--- src/pkg/flow_ctrl_defines.vh ---
`ifndef FLOW_CTRL_DEFINES_VH
`define FLOW_CTRL_DEFINES_VH
`define ADR_BANK_SEL 8'h00
`define ADR_SCRATCH 8'h04
`define ADR_DIV_LOW 8'h08
`define ADR_DIV_HIGH 8'h0C
`define ADR_TX_SPACE 8'h10
`define ADR_RX_FILL 8'h14
`define ADR_IEN 8'h18
`define ADR_FIFO_CTL 8'h1C
`define ADR_MODEM_CTL 8'h20
`define ADR_INT_STAT 8'h24
`define ADR_EFC 8'h28
`define ADR_RES1 8'h2C
`define ADR_RES2 8'h30
`define ADR_PAU1 8'h34
`define ADR_PAU2 8'h38
`define ADR_RX_TRIG 8'h3C
`define ADR_FLOW_HI 8'h40
`define ADR_FLOW_LO 8'h44
`define BANK_GEN 2'b00
`define BANK_FIRST 2'b01
`define BANK_SECOND 2'b10
`define EFC_AUTO_CTS 7
`define EFC_AUTO_RTS 6
`define EFC_SPECIAL 5
`define EFC_ENH 4
`define ISR_SPECIAL 4
`define ISR_RX_TRIG 2
`define MCR_RTS 1
`define RESP_OKAY 2'b00
`define RESP_SLVERR 2'b10
`define RST_BYTE 8'h00
`define RST_FLOW_HI 8'h60
`define RST_FLOW_LO 8'h20
`define RST_RX_TRIG 8'h40
`endif

--- src/uart_enhanced_feature_flow_ctrl.v ---
// Local design decisions: the register addresses and the AXI4-Lite interface to the registers.
`timescale 1ns/1ps
`include "flow_ctrl_defines.vh"
module uart_enhanced_feature_flow_ctrl (
   // Clock and reset
   input wire aclk,
   input wire aresetn,
   // AXI4-Lite write
   input wire [7:0] s_axi_awaddr,
   input wire s_axi_awvalid,
   output reg s_axi_awready,
   input wire [31:0] s_axi_wdata,
   input wire [3:0] s_axi_wstrb,
   input wire s_axi_wvalid,
   output reg s_axi_wready,
   output reg [1:0] s_axi_bresp,
   output reg s_axi_bvalid,
   input wire s_axi_bready,
   // AXI4-Lite read
   input wire [7:0] s_axi_araddr,
   input wire s_axi_arvalid,
   output reg s_axi_arready,
   output reg [31:0] s_axi_rdata,
   output reg [1:0] s_axi_rresp,
   output reg s_axi_rvalid,
   input wire s_axi_rready,
   // FIFO levels and modem status from the core
   input wire [7:0] tx_space_in,
   input wire [7:0] rx_fill_in,
   input wire [7:0] modem_status_in,
   // Modem pins
   input wire cts_pin,
   output reg rts_pin_r,
   // Transmitter
   input wire tx_busy,
   output reg tx_enable_r,
   output reg tx_flow_valid_r,
   output reg [7:0] tx_flow_char_r,
   input wire tx_flow_ready,
   // Receiver
   input wire rx_valid,
   input wire [7:0] rx_char,
   output reg rx_store_valid_r,
   output reg [7:0] rx_store_char_r,
   // Configuration and status out
   output reg [15:0] baud_divisor_r,
   output reg [7:0] int_status_r
);

   localparam [2:0] ST_IDLE = 3'b001;
   localparam [2:0] ST_SEND1 = 3'b010;
   localparam [2:0] ST_SEND2 = 3'b100;

   reg [1:0] bank_r;
   reg lvl_en_r;
   reg [7:0] scratch_r;
   reg [7:0] ien_r;
   reg [7:0] fifo_ctl_r;
   reg [7:0] modem_ctl_r;
   reg [7:0] efc_r;
   reg [7:0] res1_r;
   reg [7:0] res2_r;
   reg [7:0] pau1_r;
   reg [7:0] pau2_r;
   reg [7:0] rx_trig_r;
   reg [7:0] flow_hi_r;
   reg [7:0] flow_lo_r;
   reg [7:0] awaddr_r;
   reg aw_have_r;
   reg [7:0] wdata_r;
   reg w_have_r;
   reg special_r;
   reg auto_rts_r;
   reg paused_r;
   reg [7:0] prev_char_r;
   reg prev_valid_r;
   reg rx_off_r;
   reg [2:0] state_r;
   reg [2:0] state_nxt;
   reg send_off_r;

   wire wr_go;
   wire rd_go;
   wire enh;
   wire [1:0] tx_mode;
   wire [1:0] rx_mode;
   wire hit_on;
   wire hit_off;
   wire is_flow;
   wire special_hit;
   wire rd_special;
   wire need_off;
   wire need_on;

   ////////////////////////////////////////////////////////////////////////
   // Register decode
   function reg_ok;
      input [7:0] adr;
      input [1:0] bank;
      input lvl;
      input wr;
      begin
         case (adr)
            `ADR_BANK_SEL: reg_ok = 1'b1;
            `ADR_SCRATCH, `ADR_DIV_LOW, `ADR_DIV_HIGH, `ADR_IEN,
            `ADR_FIFO_CTL, `ADR_MODEM_CTL: reg_ok = (bank == `BANK_GEN);
            `ADR_INT_STAT: reg_ok = (bank == `BANK_GEN) && !wr;
            `ADR_TX_SPACE, `ADR_RX_FILL:
               reg_ok = !wr && lvl && (bank == `BANK_GEN);
            `ADR_EFC, `ADR_RES1, `ADR_RES2, `ADR_PAU1, `ADR_PAU2:
               reg_ok = (bank == `BANK_FIRST);
            `ADR_RX_TRIG, `ADR_FLOW_HI, `ADR_FLOW_LO:
               reg_ok = (bank == `BANK_SECOND);
            default: reg_ok = 1'b0;
         endcase
      end
   endfunction

   // Gate enhanced bits of a byte with the enhanced-function enable
   function [7:0] enh_merge;
      input [7:0] old;
      input [7:0] nw;
      input [7:0] mask;
      input en;
      begin
         enh_merge = en ? nw : ((old & mask) | (nw & ~mask));
      end
   endfunction

   assign wr_go = aw_have_r && w_have_r && !s_axi_bvalid;
   assign rd_go = s_axi_arvalid && s_axi_arready;
   assign enh = efc_r[`EFC_ENH];
   assign tx_mode = efc_r[3:2];
   assign rx_mode = efc_r[1:0];
   assign rd_special = rd_go && (s_axi_araddr == `ADR_INT_STAT) &&
      reg_ok(s_axi_araddr, bank_r, lvl_en_r, 1'b0);

   ////////////////////////////////////////////////////////////////////////
   // AXI4-Lite write channel
   always @(posedge aclk) begin
      if (!aresetn) begin
         s_axi_awready <= 1'b0;
         s_axi_wready <= 1'b0;
         s_axi_bvalid <= 1'b0;
         s_axi_bresp <= `RESP_OKAY;
         aw_have_r <= 1'b0;
         w_have_r <= 1'b0;
         awaddr_r <= `RST_BYTE;
         wdata_r <= `RST_BYTE;
      end else begin
         s_axi_awready <= !aw_have_r && !s_axi_awready && !s_axi_bvalid;
         s_axi_wready <= !w_have_r && !s_axi_wready && !s_axi_bvalid;
         if (s_axi_awvalid && s_axi_awready) begin
            aw_have_r <= 1'b1;
            s_axi_awready <= 1'b0;
            awaddr_r <= {s_axi_awaddr[7:2], 2'b00};
         end
         if (s_axi_wvalid && s_axi_wready) begin
            w_have_r <= 1'b1;
            s_axi_wready <= 1'b0;
            wdata_r <= s_axi_wstrb[0] ? s_axi_wdata[7:0] : 8'h00;
         end
         if (wr_go) begin
            aw_have_r <= 1'b0;
            w_have_r <= 1'b0;
            s_axi_bvalid <= 1'b1;
            s_axi_bresp <= reg_ok(awaddr_r, bank_r, lvl_en_r, 1'b1) ?
               `RESP_OKAY : `RESP_SLVERR;
         end else if (s_axi_bvalid && s_axi_bready) begin
            s_axi_bvalid <= 1'b0;
         end
      end
   end

   ////////////////////////////////////////////////////////////////////////
   // Register storage
   always @(posedge aclk) begin
      if (!aresetn) begin
         bank_r <= `BANK_GEN;
         lvl_en_r <= 1'b0;
         scratch_r <= `RST_BYTE;
         baud_divisor_r <= 16'h0000;
         ien_r <= `RST_BYTE;
         fifo_ctl_r <= `RST_BYTE;
         modem_ctl_r <= `RST_BYTE;
         efc_r <= `RST_BYTE;
         res1_r <= `RST_BYTE;
         res2_r <= `RST_BYTE;
         pau1_r <= `RST_BYTE;
         pau2_r <= `RST_BYTE;
         rx_trig_r <= `RST_RX_TRIG;
         flow_hi_r <= `RST_FLOW_HI;
         flow_lo_r <= `RST_FLOW_LO;
      end else if (wr_go && w_have_r &&
                   reg_ok(awaddr_r, bank_r, lvl_en_r, 1'b1)) begin
         case (awaddr_r)
            `ADR_BANK_SEL: begin
               bank_r <= wdata_r[2:1];
               lvl_en_r <= wdata_r[0];
            end
            `ADR_SCRATCH: scratch_r <= wdata_r;
            `ADR_DIV_LOW: baud_divisor_r[7:0] <= wdata_r;
            `ADR_DIV_HIGH: baud_divisor_r[15:8] <= wdata_r;
            `ADR_IEN: ien_r <= enh_merge(ien_r, wdata_r, 8'hF0, enh);
            `ADR_FIFO_CTL:
               fifo_ctl_r <= enh_merge(fifo_ctl_r, wdata_r, 8'h30, enh);
            `ADR_MODEM_CTL:
               modem_ctl_r <= enh_merge(modem_ctl_r, wdata_r, 8'hE0, enh);
            `ADR_EFC: efc_r <= wdata_r;
            `ADR_RES1: res1_r <= wdata_r;
            `ADR_RES2: res2_r <= wdata_r;
            `ADR_PAU1: pau1_r <= wdata_r;
            `ADR_PAU2: pau2_r <= wdata_r;
            `ADR_RX_TRIG: rx_trig_r <= wdata_r;
            `ADR_FLOW_HI: flow_hi_r <= wdata_r;
            `ADR_FLOW_LO: flow_lo_r <= wdata_r;
            default: bank_r <= bank_r;
         endcase
      end
   end

   ////////////////////////////////////////////////////////////////////////
   // AXI4-Lite read channel
   always @(posedge aclk) begin
      if (!aresetn) begin
         s_axi_arready <= 1'b0;
         s_axi_rvalid <= 1'b0;
         s_axi_rdata <= 32'h0000_0000;
         s_axi_rresp <= `RESP_OKAY;
      end else begin
         s_axi_arready <= !s_axi_rvalid && !s_axi_arready;
         if (rd_go) begin
            s_axi_arready <= 1'b0;
            s_axi_rvalid <= 1'b1;
            s_axi_rdata <= 32'h0000_0000;
            s_axi_rresp <= `RESP_SLVERR;
            if (reg_ok(s_axi_araddr, bank_r, lvl_en_r, 1'b0)) begin
               s_axi_rresp <= `RESP_OKAY;
               case ({s_axi_araddr[7:2], 2'b00})
                  `ADR_BANK_SEL: s_axi_rdata[7:0] <= modem_status_in;
                  `ADR_SCRATCH: s_axi_rdata[7:0] <= scratch_r;
                  `ADR_DIV_LOW: s_axi_rdata[7:0] <= baud_divisor_r[7:0];
                  `ADR_DIV_HIGH: s_axi_rdata[7:0] <= baud_divisor_r[15:8];
                  `ADR_TX_SPACE: s_axi_rdata[7:0] <= tx_space_in;
                  `ADR_RX_FILL: s_axi_rdata[7:0] <= rx_fill_in;
                  `ADR_IEN: s_axi_rdata[7:0] <= ien_r;
                  `ADR_FIFO_CTL: s_axi_rdata[7:0] <= fifo_ctl_r;
                  `ADR_MODEM_CTL: s_axi_rdata[7:0] <= modem_ctl_r;
                  `ADR_INT_STAT: s_axi_rdata[7:0] <= int_status_r;
                  `ADR_EFC: s_axi_rdata[7:0] <= efc_r;
                  `ADR_RES1: s_axi_rdata[7:0] <= res1_r;
                  `ADR_RES2: s_axi_rdata[7:0] <= res2_r;
                  `ADR_PAU1: s_axi_rdata[7:0] <= pau1_r;
                  `ADR_PAU2: s_axi_rdata[7:0] <= pau2_r;
                  `ADR_RX_TRIG: s_axi_rdata[7:0] <= rx_trig_r;
                  `ADR_FLOW_HI: s_axi_rdata[7:0] <= flow_hi_r;
                  `ADR_FLOW_LO: s_axi_rdata[7:0] <= flow_lo_r;
                  default: s_axi_rdata <= 32'h0000_0000;
               endcase
            end
         end else if (s_axi_rvalid && s_axi_rready) begin
            s_axi_rvalid <= 1'b0;
         end
      end
   end

   ////////////////////////////////////////////////////////////////////////
   // Receive character compare
   // Single mode 10 first pair, 01 second; 11 either pair unless the
   // transmit side also runs both pairs, then two-character sequences.
   wire seq_mode = (rx_mode == 2'b11) && (tx_mode == 2'b11);
   wire m_on1 = (rx_char == res1_r);
   wire m_on2 = (rx_char == res2_r);
   wire m_off1 = (rx_char == pau1_r);
   wire m_off2 = (rx_char == pau2_r);
   assign hit_on = seq_mode ?
      (prev_valid_r && prev_char_r == res1_r && m_on2) :
      ((rx_mode[1] && m_on1) || (rx_mode[0] && m_on2));
   assign hit_off = seq_mode ?
      (prev_valid_r && prev_char_r == pau1_r && m_off2) :
      ((rx_mode[1] && m_off1) || (rx_mode[0] && m_off2));
   assign is_flow = !seq_mode && (hit_on || hit_off);
   assign special_hit = efc_r[`EFC_SPECIAL] && m_off2;

   always @(posedge aclk) begin
      if (!aresetn) begin
         paused_r <= 1'b0;
         prev_char_r <= `RST_BYTE;
         prev_valid_r <= 1'b0;
         rx_store_valid_r <= 1'b0;
         rx_store_char_r <= `RST_BYTE;
         special_r <= 1'b0;
      end else begin
         rx_store_valid_r <= 1'b0;
         if (rx_valid) begin
            prev_char_r <= rx_char;
            prev_valid_r <= 1'b1;
            rx_store_char_r <= rx_char;
            rx_store_valid_r <= special_hit || !is_flow;
            if (hit_off)
               paused_r <= 1'b1;
            else if (hit_on)
               paused_r <= 1'b0;
         end
         if (rx_mode == 2'b00)
            paused_r <= 1'b0;
         // Set wins over the clear-on-read
         if (rx_valid && special_hit)
            special_r <= 1'b1;
         else if (rd_special)
            special_r <= 1'b0;
      end
   end

   ////////////////////////////////////////////////////////////////////////
   // Hardware flow control
   always @(posedge aclk) begin
      if (!aresetn) begin
         auto_rts_r <= 1'b0;
         rts_pin_r <= 1'b1;
         tx_enable_r <= 1'b1;
         int_status_r <= `RST_BYTE;
      end else begin
         if (rx_fill_in >= flow_hi_r)
            auto_rts_r <= 1'b1;
         else if (rx_fill_in < flow_lo_r)
            auto_rts_r <= 1'b0;
         if (efc_r[`EFC_AUTO_RTS])
            rts_pin_r <= auto_rts_r;
         else
            rts_pin_r <= !modem_ctl_r[`MCR_RTS];
         if (!tx_busy)
            tx_enable_r <= !(efc_r[`EFC_AUTO_CTS] && cts_pin) &&
               !paused_r;
         int_status_r <= `RST_BYTE;
         int_status_r[`ISR_SPECIAL] <= special_r;
         int_status_r[`ISR_RX_TRIG] <= efc_r[`EFC_AUTO_RTS] &&
            (rx_fill_in >= rx_trig_r);
      end
   end

   ////////////////////////////////////////////////////////////////////////
   // Transmit flow characters
   assign need_off = (tx_mode != 2'b00) && !rx_off_r &&
      (rx_fill_in >= flow_hi_r);
   assign need_on = (tx_mode != 2'b00) && rx_off_r &&
      (rx_fill_in < flow_lo_r);

   always @* begin
      state_nxt = state_r;
      case (state_r)
         ST_IDLE:
            if (need_off || need_on)
               state_nxt = ST_SEND1;
         ST_SEND1:
            if (tx_flow_valid_r && tx_flow_ready)
               state_nxt = (tx_mode == 2'b11) ? ST_SEND2 : ST_IDLE;
         ST_SEND2:
            if (tx_flow_valid_r && tx_flow_ready)
               state_nxt = ST_IDLE;
         default: state_nxt = ST_IDLE;
      endcase
   end

   always @(posedge aclk) begin
      if (!aresetn) begin
         state_r <= ST_IDLE;
         rx_off_r <= 1'b0;
         send_off_r <= 1'b0;
         tx_flow_valid_r <= 1'b0;
         tx_flow_char_r <= `RST_BYTE;
      end else begin
         state_r <= state_nxt;
         if (tx_mode == 2'b00)
            rx_off_r <= 1'b0;
         case (state_r)
            ST_IDLE:
               if (need_off || need_on) begin
                  send_off_r <= need_off;
                  rx_off_r <= need_off;
                  tx_flow_valid_r <= 1'b1;
                  // Mode 01 sends the second pair, else the first
                  if (tx_mode == 2'b01)
                     tx_flow_char_r <= need_off ? pau2_r : res2_r;
                  else
                     tx_flow_char_r <= need_off ? pau1_r : res1_r;
               end
            ST_SEND1:
               if (tx_flow_ready) begin
                  tx_flow_valid_r <= (tx_mode == 2'b11);
                  tx_flow_char_r <= send_off_r ? pau2_r : res2_r;
               end
            ST_SEND2:
               if (tx_flow_ready)
                  tx_flow_valid_r <= 1'b0;
            default: tx_flow_valid_r <= 1'b0;
         endcase
      end
   end

endmodule // uart_enhanced_feature_flow_ctrl

--- config.mk ---
export PLATFORM = sky130hd
export DESIGN_NAME = uart_enhanced_feature_flow_ctrl
export DESIGN_NICKNAME = d
export VERILOG_FILES = /design/src/uart_enhanced_feature_flow_ctrl.v
export VERILOG_INCLUDE_DIRS = /design/src /design/src/pkg
export SDC_FILE = /design/constraint.sdc
export NUM_CORES = 1
export LEC_CHECK = 0
export ABC_AREA = 1
export BUFFER_PORTS_ARGS = -buffer_cell sky130_fd_sc_hd__buf_2
export CORE_AREA = 2 2 153 155
export CTS_BUF_LIST = sky130_fd_sc_hd__clkbuf_4 sky130_fd_sc_hd__clkbuf_8
export DETAILED_ROUTE_END_ITERATION = 16
export DIE_AREA = 0 0 155 157
export GPL_ROUTABILITY_DRIVEN = 0
export PLACE_DENSITY = 0.71
export SETUP_SLACK_MARGIN = 0.1
export SLEW_MARGIN = 40
export SYNTH_ARGS = -nofsm -noshare
export SYNTH_HDL_FRONTEND = slang
export SYNTH_SLANG_ARGS = --single-unit
--- constraint.sdc ---
create_clock -name aclk -period 6.17 [get_ports aclk]
set_input_delay 0.3085 -clock aclk [delete_from_list [all_inputs] [get_ports aclk]]
set_output_delay 0.3085 -clock aclk [all_outputs]
set_load 0.005 [all_outputs]
==> results.py <==
metrics = {
    "outcome": {
        "status": "complete, no violations",
    },
    "logic_synthesis": {
        "synthTopCellsByArea": "dfxtp_1, nand2_1, a21oi_1",
        "synth.avg_cell_area_um2": 6.42,
        "synthFlopType": "dfxtp_1",
        "yosysSeqAreaShare_pct": 35.3,
        "synth_top_area_cell": "dfxtp_1",
        "syn_area_mm2": 0.0101,
        "synth_cells": 1565,
        "ys_types": 48,
        "synth-seq-cells": 177,
        "synth_edf_count": 0,
        "ys_warn_count": 0,
        "synth_top_area_share_pct": 35.3,
        "async_reset_ff_share_pct": 0,
    },
    "routing": {
        "wl_per_cell_um": 17.7,
        "drt_wl_total_um": 34500,
        "via_per_inst": 5.55,
        "dr.first_iter.drc_count": 1175,
        "first_pass_iters": 6,
        "vias": 10818,
        "ant_nets": 0,
        "route.detailed.drc": 0,
    },
    "floorplanning": {
        "start_util_pct": 44.7,
        "row_count": 55,
        "fp.dieH_um": 157,
        "pin_count": 180,
        "fp.dieW_um": 155,
        "core_mm2": 0.0225,
        "fp.dieArea_mm2": 0.0243,
    },
    "critical_path": {
        "slowest_stage": "nand2_1",
        "max_stage_delay_ps": 580,
        "crit_type": "reg -> reg",
        "start_kind": "register",
        "r2r_setup_slack_ps": 2860,
        "required_ps": 6540,
        "ff2ff_path_depth": 15,
        "critPathCaptureType": "register",
        "arrival_ps": 3680,
        "cp_max_fo": 19,
        "path_cells": "inv_1 > ha_1 > nand2_1 > nand3_1 > nand2_1 > nand2_1 > nand2_1 > nand2_1 > nand2_1 > nand2_1 > nand2_1 > nand2_1 > nand3_1 > nand2_1 > inv_1",
        "crit_top_cell": "nand2_1",
    },
    "timing": {
        "slew_headroom_pct": 38.7,
        "final-max-slew-violation-count": 0,
        "fin_tns_setup_ps": 0,
        "fin_crit_sh_pct": 53.7,
        "fmax_ghz": 0.302,
        "hold_viol": 0,
        "worst_slack_ps": 2860,
        "layout_min_cycle_time_ps": 3310,
        "fin_skew_ps": 11.8,
        "rsz0062_at_grt": "no",
        "setup_violations": 0,
        "tightest_slew_ps": 918,
    },
    "worst_hold_path": {
        "hold_path_depth": 3,
        "worstHoldPathType": "in -> reg",
    },
    "clock_network": {
        "cts_tree": "yes",
        "clock_sinks": 177,
        "clk_pin_slew_ps": 100,
        "cts_buffers": 17,
        "root_buffer": "clkbuf_8",
        "cts_hold_buf": 0,
        "clk_latency_ps": 470,
        "cts.htree.levels": 4,
        "max-clock-path-buffers": 2,
        "postCtsSetupBuffers": 0,
        "cts_resized": 0,
    },
    "place": {
        "dpl.hpwl_um": 25200,
        "placed_cells": 1919,
        "post-place-ws_ps": 2890,
        "placed_area_mm2": 0.0107,
        "portBuffers": 118,
    },
    "pwr": {
        "ir_worst_vdd_mv": 0.121,
        "power.density_mw_per_mm2": 208,
        "total_power_uw": 2310,
        "cellLeakagePower_uw": 0.00486,
    },
    "global_route": {
        "grt_pass1_vias": 9640,
        "grt_start_max_net_pins": 65,
        "antenna_found_initial": 1,
        "grt_pass1_wl_um": 53200,
        "grt-ovfl-total": 0,
        "grt_usage_pct": 28.1,
    },
    "flow_run": {
        "maxCapViolations": 0,
    },
    "cells_and_area": {
        "drive_gt1_share_pct": 10.9,
        "syn2layout_area_growth_pct": 10.5,
        "layout.cells.non_filler": 1950,
        "stdcell_area_mm2": 0.0111,
        "fin_nets": 1771,
    },
}
## Yosys cell counts, drive strengths merged (8+ instances only)
master	number
xnor2	12
inv	159
o211ai	14
nor3	23
clkbuf	39
o21ai	43
o22ai	8
dfxtp	177
nand4	26
buf	45
ha	23
a21oi	157
nand2	533
nand3	126
nor2	138
a22oi	9
## placed cells by master (no fill, tap or decap), types with 4 or more instances in the layout
cell and n:
buf_2 118, a21oi_1 156, conb_1 32, clkbuf_8 19
buf_4 4, nor4_1 4, nor2_4 6, nand4_1 26
a22oi_1 9, nand2_2 4, o22ai_1 8, dfxtp_1 174
a22o_1 4, o21ai_0 41, nand3_1 122, inv_1 156
nor2_1 128, xnor2_1 12, o211ai_1 14, nand3b_1 4
nand2_1 527, nor3_1 21, ha_1 23
## flip-flops by register name, indices dropped and copies added (netlist names), 3 cells and up
name	cells
awaddr_r	6
baud_divisor_r	16
efc_r	8
fifo_ctl_r	8
flow_hi_r	8
flow_lo_r	8
ien_r	8
modem_ctl_r	8
pau1_r	8
pau2_r	8
prev_char_r	8
res1_r	8
res2_r	8
rx_trig_r	8
s_axi_rdata	8
scratch_r	8
state_r	3
tx_flow_char_r	8
wdata_r	8
## critical path, delay by kind of cell, from the launching register on
kind	cells	cell delay, ps
buffers and inverters	2	90
DFF	1	360
adders and majority gates	1	290
and+or+nand+nor	12	2460
## through the flow
stage / hold slack [ps] / util [%]
after floorplan: 401 / -
after global routing: 63.7 / 49.3
after CTS: 38.2 / 49.3
after global placement: 413 / 47.4
final: 62.0 / 49.3
after detailed placement: 412 / 47.4
## layer usage
layer	GRT usage, %	wire length [um]	vias up
met5	0	0	-
met4	13.4	1720	0
met3	5.51	3660	99
met2	44.1	14900	634
met1	37.0	14200	4902
li1	-	-	5183
## worst paths after layout
| check | from | endpoint |
|---|---|---|
| setup reg to reg | flow_hi_r[1] | tx_flow_char_r[0] |
| setup / recovery | flow_hi_r[1] | tx_flow_char_r[0] |
| hold reg to reg | special_r | int_status_r[4] |
| hold / removal | tx_busy | tx_enable_r |
## area by class of cell
type	instances	area [um2]
diodes	1	2.50
clock buffers	20	269
clock inverters	10	151
fillers	2349	11400
inverters	160	607
multi-input cells	1175	5550
flip-flops and latches	177	3550
well taps	285	357
repair buffers	122	621
## cell families (layout without fill, tap and decap cells)
family / count (synthesis) / count (layout) / share of synthesized area, %
other cells: 1 / 33 / 0.0373
xor+xnor: 14 / 14 / 1.22
simple gates: 856 / 856 / 36.1
compound gates: 250 / 250 / 13.8
fa+ha+maj: 23 / 23 / 2.86
flops: 177 / 177 / 35.3
buf+inv: 244 / 312 / 10.8
## report_power, final
part           total [uW]  switching [uW]  internal (uW)  leakage, uW
combinational         228             155           73.3      0.00321
clock                 891             460            431     0.000213
sequential           1190            29.3           1160      0.00143
Note: power is estimated with default switching activity, not from simulation.
